===== src/core/typec_regs_pkg.sv =====
// Purpose: constants and types for the port status and command register bank
// Assumes: AXI4-Lite, 32-bit data, byte address is four times the register index
// Notes: reset values of capability words are fixed strap values
package typec_regs_pkg;
   // register indexes; byte address is index times four
   localparam logic [7:0] IDX_LINE_STATUS = 8'h1D;
   localparam logic [7:0] IDX_POWER_STATE = 8'h1E;
   localparam logic [7:0] IDX_FAULT_FLAGS = 8'h1F;
   localparam logic [7:0] IDX_COMMAND_CODE = 8'h23;
   localparam logic [7:0] IDX_CAP_ONE_LOW = 8'h24;
   localparam logic [7:0] IDX_CAP_ONE_HIGH = 8'h25;
   localparam logic [7:0] IDX_CAP_TWO_LOW = 8'h26;
   localparam logic [7:0] IDX_CAP_TWO_HIGH = 8'h27;
   localparam logic [7:0] IDX_INPUT_CAP = 8'h28;
   // control registers that the bank reads, kept locally
   localparam logic [7:0] IDX_ROLE_CFG = 8'h1A;
   localparam logic [7:0] IDX_PORT_CFG = 8'h19;
   localparam logic [7:0] IDX_POWER_CFG = 8'h1C;

   localparam logic [7:0] CMD_NONE = 8'h00;
   localparam logic [7:0] CMD_UNSUPPORTED = 8'h11;
   localparam logic [7:0] CMD_DETECT_OFF = 8'h22;
   localparam logic [7:0] CMD_DETECT_ON = 8'h33;
   localparam logic [7:0] CMD_SINK_OFF = 8'h44;
   localparam logic [7:0] CMD_SINK_ON = 8'h55;
   localparam logic [7:0] CMD_SOURCE_OFF = 8'h66;
   localparam logic [7:0] CMD_SOURCE_SAFE_LEVEL = 8'h77;
   localparam logic [7:0] CMD_SOURCE_HIGH = 8'h88;
   localparam logic [7:0] CMD_TOGGLE = 8'h99;

   localparam logic [1:0] ROLE_RP = 2'h1;
   localparam logic [1:0] ROLE_RD = 2'h2;
   localparam logic [1:0] ROLE_OPEN = 2'h3;

   localparam logic [2:0] SUPPORTED_ROLES = 3'h6;
   localparam logic [1:0] PULLUP_LEVELS_OFFERED = 2'h2;
   localparam logic [1:0] ALARM_RES_25MV = 2'h0;
   localparam logic [7:0] CAP_ONE_LOW = {SUPPORTED_ROLES, 5'h1F};
   localparam logic [7:0] CAP_ONE_HIGH = {6'h1F, PULLUP_LEVELS_OFFERED};
   localparam logic [7:0] CAP_TWO_LOW_BASE = 8'hC1;
   localparam logic [7:0] CAP_TWO_HIGH = 8'h01;
   localparam logic [7:0] INPUT_CAP = 8'h00;
   localparam logic [7:0] ROLE_CFG_RESET = 8'h0A;

   localparam logic [1:0] RESP_OKAY = 2'h0;
   localparam logic [1:0] RESP_SLVERR = 2'h2;
   localparam int INIT_CYCLES = 16;

   // analog comparator and fault event inputs
   typedef struct packed {
      logic line_one_pull;
      logic [1:0] line_one_level;
      logic [1:0] line_two_level;
      logic supply_seen;
      logic cable_power_seen;
      logic high_voltage_out;
   } sense_t;

   typedef struct packed {
      logic supply_overcurrent;
      logic supply_overvoltage;
      logic cable_power_overcurrent;
      logic auto_discharge_failed;
      logic forced_discharge_failed;
      logic bus_error;
   } fault_evt_t;

   typedef struct packed {
      logic detect_on;
      logic sink_on;
      logic source_on;
      logic source_high;
      logic toggling;
   } path_t;
endpackage : typec_regs_pkg


===== src/core/typec_port_status_command_regs.sv =====
// Purpose: port status, fault latch and command decode bank on AXI4-Lite
// Assumes: comparator and fault inputs synchronous to ref_clk_i
// Notes: one write and one read at a time; reads answer one cycle after acceptance, writes two
//
// Design decision made here: the AXI4-Lite slave port.
`timescale 1ns/1ps
// Operation
// - searching bit high while toggling, drops when candidate attach found
// - termination bit: zero presenting Rp, one presenting Rd
// - source encoding: open, Ra, Rd, reserved
// - sink encoding: open, default, 1.5A, 3.0A partner pull-up
// - line status zero when that line role is Ra or open
// - both status fields zero while searching or cable power on line two
// - init busy high during internal init, then cleared
// - high-voltage bit set while sourcing high and supply above safe level, monitor only
// - report sourcing enabled, sinking on, and supply present while detection enabled
// - cable power present bit from fixed threshold comparator
// - registers-defaulted flag resets to one, software clears
// - supply overcurrent, overvoltage, cable overcurrent latched until cleared
// - latch discharge failures in bits 5 and 4, bus errors in lowest bit
// - 22h disables detection, 33h enables detection
// - 44h sink off; 55h sink on, refused with error while sourcing
// - 66h source off and stop reporting supply over faults
// - 77h safe-level source, refused with error while sinking
// - 88h high voltage only if safe sourcing, capable, not sinking
// - 99h starts toggling only if dual-role enabled and lines valid
// - command write-only, 00h no action, 11h unsupported
// - capability roles reads 110, pull-up support reads 10
// - alarm resolution field fixed at 25mV code
// - orientation zero: cable power on line two, monitor line one
// - role settings 01 Rp, 10 Rd, 11 open select encoding
module typec_port_status_command_regs #(
   parameter logic HV_CAPABLE = 1'b1
) (
   input wire logic ref_clk_i,
   input wire logic rst_i,
   input wire logic [31:0] s_axi_awaddr_i,
   input wire logic s_axi_awvalid_i,
   output logic s_axi_awready_o,
   input wire logic [31:0] s_axi_wdata_i,
   input wire logic [3:0] s_axi_wstrb_i,
   input wire logic s_axi_wvalid_i,
   output logic s_axi_wready_o,
   output logic [1:0] s_axi_bresp_o,
   output logic s_axi_bvalid_o,
   input wire logic s_axi_bready_i,
   input wire logic [31:0] s_axi_araddr_i,
   input wire logic s_axi_arvalid_i,
   output logic s_axi_arready_o,
   output logic [31:0] s_axi_rdata_o,
   output logic [1:0] s_axi_rresp_o,
   output logic s_axi_rvalid_o,
   input wire logic s_axi_rready_i,
   input wire typec_regs_pkg::sense_t sense_i,
   input wire typec_regs_pkg::fault_evt_t fault_evt_i,
   input wire logic attach_found_i,
   output typec_regs_pkg::path_t path_o,
   output logic cable_power_line_two_o,
   output logic monitor_line_two_o
);
   import typec_regs_pkg::*;

   // ---------------------------------------------------------------
   // state
   // ---------------------------------------------------------------
   typedef enum {ST_IDLE, ST_RESP} bus_state_t;
   bus_state_t wst_q, wst_d;
   logic aw_got_q, aw_got_d, w_got_q, w_got_d;
   logic [7:0] waddr_q, waddr_d;
   logic [7:0] wdata_q, wdata_d;
   logic wstrb0_q, wstrb0_d;
   logic bvalid_q, bvalid_d;
   logic [1:0] bresp_q, bresp_d;
   logic rvalid_q, rvalid_d;
   logic [31:0] rdata_q, rdata_d;
   logic [1:0] rresp_q, rresp_d;
   logic [7:0] role_q, role_d;
   logic orient_q, orient_d;
   logic cable_en_q, cable_en_d;
   path_t path_q, path_d;
   logic [7:0] fault_q, fault_d;
   logic [4:0] init_cnt_q, init_cnt_d;
   logic init_busy_q, init_busy_d;
   logic [7:0] line_status_q, line_status_d;
   logic [7:0] power_state_q, power_state_d;
   logic awready_q, awready_d, wready_q, wready_d, arready_q, arready_d;

   function automatic logic mapped(input logic [7:0] idx);
      mapped = (idx == IDX_LINE_STATUS) || (idx == IDX_POWER_STATE) ||
               (idx == IDX_FAULT_FLAGS) || (idx == IDX_COMMAND_CODE) ||
               (idx >= IDX_CAP_ONE_LOW && idx <= IDX_INPUT_CAP) ||
               (idx == IDX_ROLE_CFG) || (idx == IDX_PORT_CFG) ||
               (idx == IDX_POWER_CFG);
   endfunction : mapped

   // decode one line status field from role and comparator level
   function automatic logic [1:0] line_code(input logic [1:0] role, input logic pull,
                                            input logic [1:0] level);
      line_code = 2'h0;
      if (role == ROLE_RP || role == ROLE_RD) begin
         // source view keeps reserved code 11 out of the field
         if (role == ROLE_RP || !pull) begin
            line_code = (level == 2'h3) ? 2'h0 : level;
         end else begin
            line_code = level;
         end
      end
   endfunction : line_code

   // ---------------------------------------------------------------
   // next state
   // ---------------------------------------------------------------
   logic wr_fire;
   logic [7:0] cmd;
   always_comb begin
      wst_d = wst_q;
      aw_got_d = aw_got_q;
      w_got_d = w_got_q;
      waddr_d = waddr_q;
      wdata_d = wdata_q;
      wstrb0_d = wstrb0_q;
      bvalid_d = bvalid_q;
      bresp_d = bresp_q;
      rvalid_d = rvalid_q;
      rdata_d = rdata_q;
      rresp_d = rresp_q;
      role_d = role_q;
      orient_d = orient_q;
      cable_en_d = cable_en_q;
      path_d = path_q;
      fault_d = fault_q;
      init_cnt_d = init_cnt_q;
      init_busy_d = init_busy_q;
      wr_fire = 1'b0;
      cmd = CMD_NONE;

      if (init_busy_q) begin
         init_cnt_d = init_cnt_q + 5'h01;
         if (init_cnt_q == 5'(INIT_CYCLES - 1)) begin
            init_busy_d = 1'b0;
         end
      end

      unique case (wst_q)
         ST_IDLE: begin
            if (s_axi_awvalid_i && !aw_got_q) begin
               aw_got_d = 1'b1;
               waddr_d = s_axi_awaddr_i[9:2];
            end
            if (s_axi_wvalid_i && !w_got_q) begin
               w_got_d = 1'b1;
               wdata_d = s_axi_wdata_i[7:0];
               wstrb0_d = s_axi_wstrb_i[0];
            end
            if (aw_got_d && w_got_d) begin
               wst_d = ST_RESP;
            end
         end
         ST_RESP: begin
            if (!bvalid_q) begin
               wr_fire = 1'b1;
               bvalid_d = 1'b1;
               bresp_d = mapped(waddr_q) ? RESP_OKAY : RESP_SLVERR;
            end else if (s_axi_bready_i) begin
               bvalid_d = 1'b0;
               aw_got_d = 1'b0;
               w_got_d = 1'b0;
               wst_d = ST_IDLE;
            end
         end
      endcase

      // hardware fault events; set wins over a same-cycle software clear
      if (wr_fire && wstrb0_q && waddr_q == IDX_FAULT_FLAGS) begin
         fault_d = fault_q & ~wdata_q;
      end
      if (wr_fire && wstrb0_q) begin
         if (waddr_q == IDX_ROLE_CFG) role_d = wdata_q;
         if (waddr_q == IDX_PORT_CFG) orient_d = wdata_q[0];
         if (waddr_q == IDX_POWER_CFG) cable_en_d = wdata_q[0];
         if (waddr_q == IDX_COMMAND_CODE) cmd = wdata_q;
      end
      unique case (cmd)
         CMD_DETECT_OFF: path_d.detect_on = 1'b0;
         CMD_DETECT_ON: path_d.detect_on = 1'b1;
         CMD_SINK_OFF: path_d.sink_on = 1'b0;
         CMD_SINK_ON: begin
            if (path_q.source_on) fault_d[0] = 1'b1;
            else begin
               path_d.sink_on = 1'b1;
               path_d.detect_on = 1'b1;
            end
         end
         CMD_SOURCE_OFF: begin
            path_d.source_on = 1'b0;
            path_d.source_high = 1'b0;
         end
         CMD_SOURCE_SAFE_LEVEL: begin
            if (path_q.sink_on) fault_d[0] = 1'b1;
            else begin
               path_d.source_on = 1'b1;
               path_d.source_high = 1'b0;
               path_d.detect_on = 1'b1;
            end
         end
         CMD_SOURCE_HIGH: begin
            if (path_q.sink_on || !HV_CAPABLE || !path_q.source_on || path_q.source_high) begin
               fault_d[0] = path_q.sink_on || !HV_CAPABLE || !path_q.source_on;
            end else begin
               path_d.source_high = 1'b1;
            end
         end
         CMD_TOGGLE: begin
            if (role_q[6] && role_q[1:0] == role_q[3:2] &&
                (role_q[1:0] == ROLE_RP || role_q[1:0] == ROLE_RD)) begin
               path_d.toggling = 1'b1;
            end
         end
         default: begin
         end
      endcase
      if (attach_found_i) path_d.toggling = 1'b0;

      if (fault_evt_i.supply_overcurrent && path_q.source_on) fault_d[3] = 1'b1;
      if (fault_evt_i.supply_overvoltage && path_q.source_on) fault_d[2] = 1'b1;
      if (fault_evt_i.cable_power_overcurrent) fault_d[1] = 1'b1;
      if (fault_evt_i.auto_discharge_failed) fault_d[5] = 1'b1;
      if (fault_evt_i.forced_discharge_failed) fault_d[4] = 1'b1;
      if (fault_evt_i.bus_error) fault_d[0] = 1'b1;
      fault_d[6] = 1'b0;

      // read channel
      if (rvalid_q) begin
         if (s_axi_rready_i) rvalid_d = 1'b0;
      end else if (s_axi_arvalid_i) begin
         rvalid_d = 1'b1;
         rresp_d = mapped(s_axi_araddr_i[9:2]) ? RESP_OKAY : RESP_SLVERR;
         rdata_d = 32'h0000_0000;
         unique case (s_axi_araddr_i[9:2])
            IDX_LINE_STATUS: rdata_d[7:0] = line_status_q;
            IDX_POWER_STATE: rdata_d[7:0] = power_state_q;
            IDX_FAULT_FLAGS: rdata_d[7:0] = fault_q;
            IDX_CAP_ONE_LOW: rdata_d[7:0] = CAP_ONE_LOW;
            IDX_CAP_ONE_HIGH: rdata_d[7:0] = CAP_ONE_HIGH;
            IDX_CAP_TWO_LOW: rdata_d[7:0] = CAP_TWO_LOW_BASE | {2'h0, ALARM_RES_25MV, 4'h0};
            IDX_CAP_TWO_HIGH: rdata_d[7:0] = CAP_TWO_HIGH;
            IDX_INPUT_CAP: rdata_d[7:0] = INPUT_CAP;
            IDX_ROLE_CFG: rdata_d[7:0] = role_q;
            IDX_PORT_CFG: rdata_d[7:0] = {7'h00, orient_q};
            IDX_POWER_CFG: rdata_d[7:0] = {7'h00, cable_en_q};
            default: rdata_d = 32'h0000_0000;
         endcase
      end
      // ready lines built from the next state so each leaves on a flop
      awready_d = (wst_d == ST_IDLE) && !aw_got_d;
      wready_d = (wst_d == ST_IDLE) && !w_got_d;
      arready_d = !rvalid_d;
   end

   // status words rebuilt every cycle
   always_comb begin
      line_status_d = 8'h00;
      line_status_d[5] = path_q.toggling;
      line_status_d[4] = sense_i.line_one_pull;
      if (!(path_q.toggling || (cable_en_q && !orient_q))) begin
         line_status_d[1:0] = line_code(role_q[1:0], sense_i.line_one_pull,
                                        sense_i.line_one_level);
         line_status_d[3:2] = line_code(role_q[3:2], sense_i.line_one_pull,
                                        sense_i.line_two_level);
      end
      power_state_d = {1'b0, init_busy_q,
                       path_q.source_high && sense_i.high_voltage_out,
                       path_q.source_on, path_q.detect_on,
                       sense_i.supply_seen && path_q.detect_on,
                       sense_i.cable_power_seen,
                       path_q.sink_on};
   end

   // ---------------------------------------------------------------
   // registers
   // ---------------------------------------------------------------
   always_ff @(posedge ref_clk_i) begin
      if (rst_i) begin
         wst_q <= ST_IDLE;
         aw_got_q <= 1'b0;
         w_got_q <= 1'b0;
         waddr_q <= 8'h00;
         wdata_q <= 8'h00;
         wstrb0_q <= 1'b0;
         bvalid_q <= 1'b0;
         bresp_q <= RESP_OKAY;
         rvalid_q <= 1'b0;
         rdata_q <= 32'h0000_0000;
         rresp_q <= RESP_OKAY;
         role_q <= ROLE_CFG_RESET;
         orient_q <= 1'b0;
         cable_en_q <= 1'b0;
         path_q <= '{detect_on: 1'b1, default: 1'b0};
         fault_q <= 8'h80;
         init_cnt_q <= 5'h00;
         init_busy_q <= 1'b1;
         line_status_q <= 8'h00;
         power_state_q <= 8'h48;
         awready_q <= 1'b1;
         wready_q <= 1'b1;
         arready_q <= 1'b1;
      end else begin
         wst_q <= wst_d;
         aw_got_q <= aw_got_d;
         w_got_q <= w_got_d;
         waddr_q <= waddr_d;
         wdata_q <= wdata_d;
         wstrb0_q <= wstrb0_d;
         bvalid_q <= bvalid_d;
         bresp_q <= bresp_d;
         rvalid_q <= rvalid_d;
         rdata_q <= rdata_d;
         rresp_q <= rresp_d;
         role_q <= role_d;
         orient_q <= orient_d;
         cable_en_q <= cable_en_d;
         path_q <= path_d;
         fault_q <= fault_d;
         init_cnt_q <= init_cnt_d;
         init_busy_q <= init_busy_d;
         line_status_q <= line_status_d;
         power_state_q <= power_state_d;
         awready_q <= awready_d;
         wready_q <= wready_d;
         arready_q <= arready_d;
      end
   end

   // orientation steering of cable power and messaging monitor
   logic cable_two_q, mon_two_q;
   always_ff @(posedge ref_clk_i) begin
      if (rst_i) begin
         cable_two_q <= 1'b0;
         mon_two_q <= 1'b0;
      end else begin
         cable_two_q <= cable_en_q && !orient_q;
         mon_two_q <= orient_q;
      end
   end

   assign s_axi_awready_o = awready_q;
   assign s_axi_wready_o = wready_q;
   assign s_axi_bvalid_o = bvalid_q;
   assign s_axi_bresp_o = bresp_q;
   assign s_axi_arready_o = arready_q;
   assign s_axi_rvalid_o = rvalid_q;
   assign s_axi_rdata_o = rdata_q;
   assign s_axi_rresp_o = rresp_q;
   assign path_o = path_q;
   assign cable_power_line_two_o = cable_two_q;
   assign monitor_line_two_o = mon_two_q;
endmodule : typec_port_status_command_regs


===== config.mk =====
export PLATFORM = sky130hd
export DESIGN_NAME = typec_port_status_command_regs
export DESIGN_NICKNAME = d
export VERILOG_FILES = /design/src/core/typec_regs_pkg.sv /design/src/core/typec_port_status_command_regs.sv
export SDC_FILE = /design/constraint.sdc
export NUM_CORES = 1
export LEC_CHECK = 0
export BUFFER_PORTS_ARGS = -buffer_cell sky130_fd_sc_hd__buf_2
export CAP_MARGIN = 20
export CELL_PAD_IN_SITES_DETAIL_PLACEMENT = 1
export CELL_PAD_IN_SITES_GLOBAL_PLACEMENT = 2
export CORE_AREA = 2 2 116 146
export DETAILED_ROUTE_END_ITERATION = 16
export DIE_AREA = 0 0 118 148
export HOLD_SLACK_MARGIN = 0.1
export PLACE_DENSITY = 0.86
export SLEW_MARGIN = 20
export SYNTH_ARGS = -nofsm -noshare
export SYNTH_HDL_FRONTEND = slang
export SYNTH_SLANG_ARGS = --single-unit
export TNS_END_PERCENT = 1

===== constraint.sdc =====
create_clock -name ref_clk_i -period 6.65 [get_ports ref_clk_i]
set_input_delay 0.665 -clock ref_clk_i [delete_from_list [all_inputs] [get_ports ref_clk_i]]
set_output_delay 0.665 -clock ref_clk_i [all_outputs]
set_load 0.05 [all_outputs]

== Word level (Yosys, flattened, before mapping) ==
Cells that the tools add are included.
Storage, ports and cells
  word-level logic and storage cells: 210
  register bits after elaboration: 114
Cells by class
  eq/ne operators: 38
  bitwise gates (word level): 6
  add/subtract/negate cells: 1
  order comparisons: 4
  multiplexer cells: 51
  reductions and logical operators: 71
Operators with widths (number)
  $eq A8 B5 Y1 const B: 12
  $mux W32: 3
  $pmux W8 S10: 1
  $eq A8 B6 Y1 const B: 8
  $logic_not A32 Y1: 2
  $pmux W32 S2: 1
  $eq A32 B1 Y1 const B: 1
  $eq A8 B7 Y1 const B: 4
  $mux W1: 28
  $logic_or A1 B1 Y1: 21
  $reduce_and A2 Y1: 10
  $eq A8 B8 Y1 const B: 2
  $ge A8 B6 Y1 const B: 2
  $le A8 B6 Y1 const B: 2
  $logic_and A1 B1 Y1: 16
  $mux W2: 8
  $mux W8: 2
  $reduce_bool A2 Y1: 7
  $and A8 B8 Y8: 1
  $eq A2 B2 Y1 const B: 4
  $logic_not A1 Y1: 8
  $not A8 Y8: 1
  $pmux W1 S2: 4
  $mux W6: 1
  other kinds (13): 22

== Longest topological paths before layout ==
  word-level depth: 9
  mapped depth: 7
  depth with buffers taken out: 6

== Least setup slack after synthesis ==
No wires, ideal clock.
  path type: input to register
  start: in s_axi_araddr_i[2]
  end: reg rdata_q[5], in the netlist s_axi_rdata_o[5]
  buffers on the path: 2
  path slack: 4.524 ns
  stages: 7
  data required time: 6.518 ns
  arrival time: 1.994 ns
  cell sequence: clkbuf_1 clkbuf_1 mux2_2 a22o_1 a22oi_1 a21o_1 a21oi_1
On the way
  cells in the longest elaborated chain, start to end: 2
  elaborated cells between the ends (all ways): 11
  classes of those cells: eq/ne (10); mux (1)
RTL lines
  from (decl): RTL line typec_port_status_command_regs.sv:47  | input wire logic [31:0] s_axi_araddr_i,
  $eq A8 B5 Y1 or $eq A8 B6 Y1 (tied branches): RTL line typec_port_status_command_regs.sv:239  | unique case (s_axi_araddr_i[9:2])
  $pmux W8 S10 *: RTL line typec_port_status_command_regs.sv:239
  to (signal assigned): RTL line typec_port_status_command_regs.sv:317  | rdata_q <= rdata_d;
  to (decl): RTL line typec_port_status_command_regs.sv:75  | logic [31:0] rdata_q, rdata_d;
Every way passes the cells marked *; elsewhere a longest branch is shown, timed or not.
A chain may end at the register's enable or synchronous reset.

== Worst setup path in the final report ==
  start: reg wst_q[17]
  end: reg path_q (netlist bit path_o[4])
On the way
  cells in the longest elaborated chain, start to end: 7
  elaborated cells between the ends (all ways): 13
  classes of those cells: eq/ne (7); mux (3); reduce/logical (3)
RTL lines
  from (decl): RTL line typec_port_status_command_regs.sv:67  | bus_state_t wst_q, wst_d;
  from (signal assigned): RTL line typec_port_status_command_regs.sv:308  | wst_q <= wst_d;
  $eq A32 B1 Y1 *: RTL line typec_port_status_command_regs.sv:144  | unique case (wst_q)
  $mux W1 *: RTL line typec_port_status_command_regs.sv:144
  $logic_and A1 B1 Y1 *: RTL line typec_port_status_command_regs.sv:177  | if (wr_fire && wstrb0_q) begin
  $mux W8 *: RTL line typec_port_status_command_regs.sv:177
  $eq A8 B7 Y1 or $eq A8 B6 Y1 (tied branches): RTL line typec_port_status_command_regs.sv:183  | unique case (cmd)
  $reduce_bool A4 Y1 (no line) or $ne A2 B2 Y1 (tied branches)
  $reduce_and A3 Y1 (no line)
  to (signal assigned): RTL line typec_port_status_command_regs.sv:322  | path_q <= path_d;
  to (decl): RTL line typec_port_status_command_regs.sv:80  | path_t path_q, path_d;
Marked as above.

==> results.md <==
* Slew margin rel. at 49.0%
* Hold WC Path Type: reg2reg
* Die Ht at 148 um
* Worst setup SP type: flip-flop
* Die area at 17,500 um^2
* Min Tclk post-route at 2790 ps
* Gr usage total at 14.5%
* TritonCTS Buffers at 9
* # nets final at 698
* Worst Hold Endpoint: s_axi_rdata_o[1]
* Power per cell area at 247 nW/um^2
* Yosys warns at 0
* Clock skew at 9.51 ps
* Core Area at 16,100 um^2
* Number of global-route vias before repair at 4,074
* Largest net degree at the start of global routing at 68
* Routed Wire Length at 12,600 um
* Starting Density at 30.4%
* CP Data Required Time at 6900 ps
* WP data arrival at 3050 ps
* Crit-path leading delay family: simple AND/OR/NAND/NOR gates
* FF-to-FF path depth at 5
* H-tree depth at 3
* DP HPWL at 9550 um
* # hold bufs at CTS at 0
* Final ANT Viol Nets at 0
* Ys flop type: dfxtp_1
* Reg2reg setup slack at 3860 ps
* First-pass GRT wire length at 20,300 um
* RSZ-0062 raised after global routing: no
* Actual slew at the worst max-slew pin at 760 ps
* Ys async rst share at 0%
* R2R Path Start: wst_q[17]
* Final setup violation count at 0
* Boundary Pins at 170
* CTS tree: done
* Worst skew pair latency at 370 ps
* Max-cap violations at 0
* Number of flops mapped to enable cells by yosys at 0
* Crit-path cells: nor4_1 -> nand4_1 -> or3_4 -> or4_1 -> a221o_1
* Peak Freq at 358 MHz
* Max IR drop VDD at 0.144 mV
* Max FO, Critical Path at 13
* Root buffer selected by CTS: clkbuf_16
* Placer congestion estimate at 0.852
* Chip Width at 118 um
* Met2 usage at 26.9%
* Drt first pass iters at 4
* Clock Tree Buf Depth at 2
* Setup_tns at 0 ps
* Setup ws final at 3860 ps
* # clock sinks at 109
* Avg Inst Size Synth at 9.37 um^2
* Dpl ws at 3260 ps
* Reg clk slew, reported paths at 80 ps
* Met3 usage at 2.78%
* Hold Crit Start: s_axi_rdata_o[1]
* Hold depth at 2
* Crit-path max cell delay at 610 ps
* Worst path buffer plus inverter count at 0
* # rows at 52
* Critical Path Start: wst_q[17]
* Yosys cell types at 65
* Initial antenna violation count at 0
* Fraction of layout cells with a size suffix above 1 at 19.1%
* Port Buffer Count at 68
* DRC at 0
* Outcome: finished clean
* Slew Viols, Final at 0
* ANT cells at 0
* Post-synthesis cell area at 4880 um^2
* Gate count of the mapped netlist at 521
* Final Power at 1.37 mW
* Met1 GRT Util at 16.0%
* Setup Crit Path Kind: reg2reg
* WHS at 453 ps
* R2R Path End: path_o[4]
* Via/cell ratio at 4.86
* CP max stage cell: or3_4
* WL/cell at 15.9 um
* Sequential-to-total area share from yosys stat at 44.7%
* Cts repair resizes at 0
* Via Count at 3,854
* Synthesized flop and latch total at 109
* Period utilization at 42.0%
* P&R area growth vs syn at 14.1%
* GRT overflow at 0
* Layer with the highest usage: met2
* Pleak at 2.27 nW
* Final hold vios at 0
* Post-CTS Setup Bufs at 0
* DRT iter0 DRCs at 107
* CP Capture Type: flip-flop
## metal layers
metal,part of all wire (%),vias up
met1,42,1884
li1,-,1869
met3,3.7,17
met2,53,84
met4,2.0,0
met5,0,-
## final cells by class
class / instances / area, um^2
clock buffers: 10 / 229
multi-input cells: 366 / 2400
flip-flops and latches: 109 / 2180
well taps: 216 / 270
clock inverters: 6 / 55.1
inverters: 13 / 48.8
repair buffers: 73 / 382
fillers: 1890 / 10500
## kinds of logic after synthesis
group | synth area share [%]
and+or+nand+nor | 25.6
DFF | 44.7
AOI/OAI and AO/OA | 12.1
buffers and inverters | 8.41
muxes | 6.95
xor gates and xnor gates | 1.08
adders and majority gates | 1.03
other | 0.0768
## worst register-to-register path, stage by stage (launching register included)
cell and delay (ps):
dfxtp_1 310, nor4_1 320, nand4_1 570, or3_4 620, or4_1 560, a221o_1 300
## worst max path at each step
stage / end / slack, ps / cells after the start
final: path_o[4] / 3860 / 5
after CTS: wst_q[24] / 3230 / 5
after detailed placement: wst_q[24] / 3260 / 5
after global routing: path_o[4] / 3660 / 5
after global placement: wst_q[24] / 3450 / 5
after floorplan: s_axi_rdata_o[5] / 4520 / 7
## state kept, by name (all words and copies together), names as in the netlist, 5 cells and up
name,cells
fault_q,7
init_cnt_q,5
line_status_q,6
path_o,5
power_state_q,7
role_q,8
s_axi_rdata_o,8
waddr_q,8
wdata_q,8
wst_q,32
## layout by cell type (no fill, tap or decap), types with 5 or more instances in the layout
cell type  instances
a21o_1            10
a21oi_1           23
a22o_1             6
a22oi_1            6
a311oi_1           5
and2_1            33
and3_1             9
buf_2             68
clkbuf_16          9
conb_1            26
dfxtp_1          109
inv_1             13
mux2_2             7
mux2i_1           26
nand2_1           37
nand2b_1           5
nand3_1            8
nand4_1            8
nor2_1            45
nor2b_1           12
nor3_1             8
nor4_1            10
nor4_4             5
o21ai_0           10
## through the flow
| stage | area, um^2 | util (%) | cells |
|---|---|---|---|
| after global routing | 5570 | 34.7 | 793 |
| after global placement | 5270 | 32.8 | 776 |
| final | 5570 | 34.7 | 793 |
| after CTS | 5550 | 34.5 | 792 |
| after floorplan | 4980 | - | 546 |
| after detailed placement | 5270 | 32.8 | 776 |
## power breakdown
part	total [mW]	internal, mW	switching, mW
sequential	0.694	0.671	0.0235
combinational	0.156	0.0492	0.106
clock	0.524	0.262	0.262
## synth_stat cells, types with 4 or more instances
cell type,count,area [um^2]
buf_2,4,20.0
dfxtp_1,109,2180
and2_1,33,206
a22oi_1,6,45.0
nand4_1,8,50.1
a21oi_1,23,115
o21ai_0,10,50.1
a22o_1,6,52.6
a311oi_1,5,43.8
and3_1,9,56.3
nor4_1,12,75.1
xor2_1,4,35.0
nor4_4,5,106
nand2_1,37,139
nand3_1,8,40.0
clkbuf_1,17,63.8
ha_1,4,50.1
inv_1,13,48.8
nand3b_1,4,30.0
nor3_1,8,40.0
mux2_2,7,78.8
a21o_1,10,75.1
mux2i_1,26,260
nand2b_1,5,31.3
nor2_1,45,169
nor2b_1,12,75.1
buf_4,31,233
(Power assumes the default switching activity.)
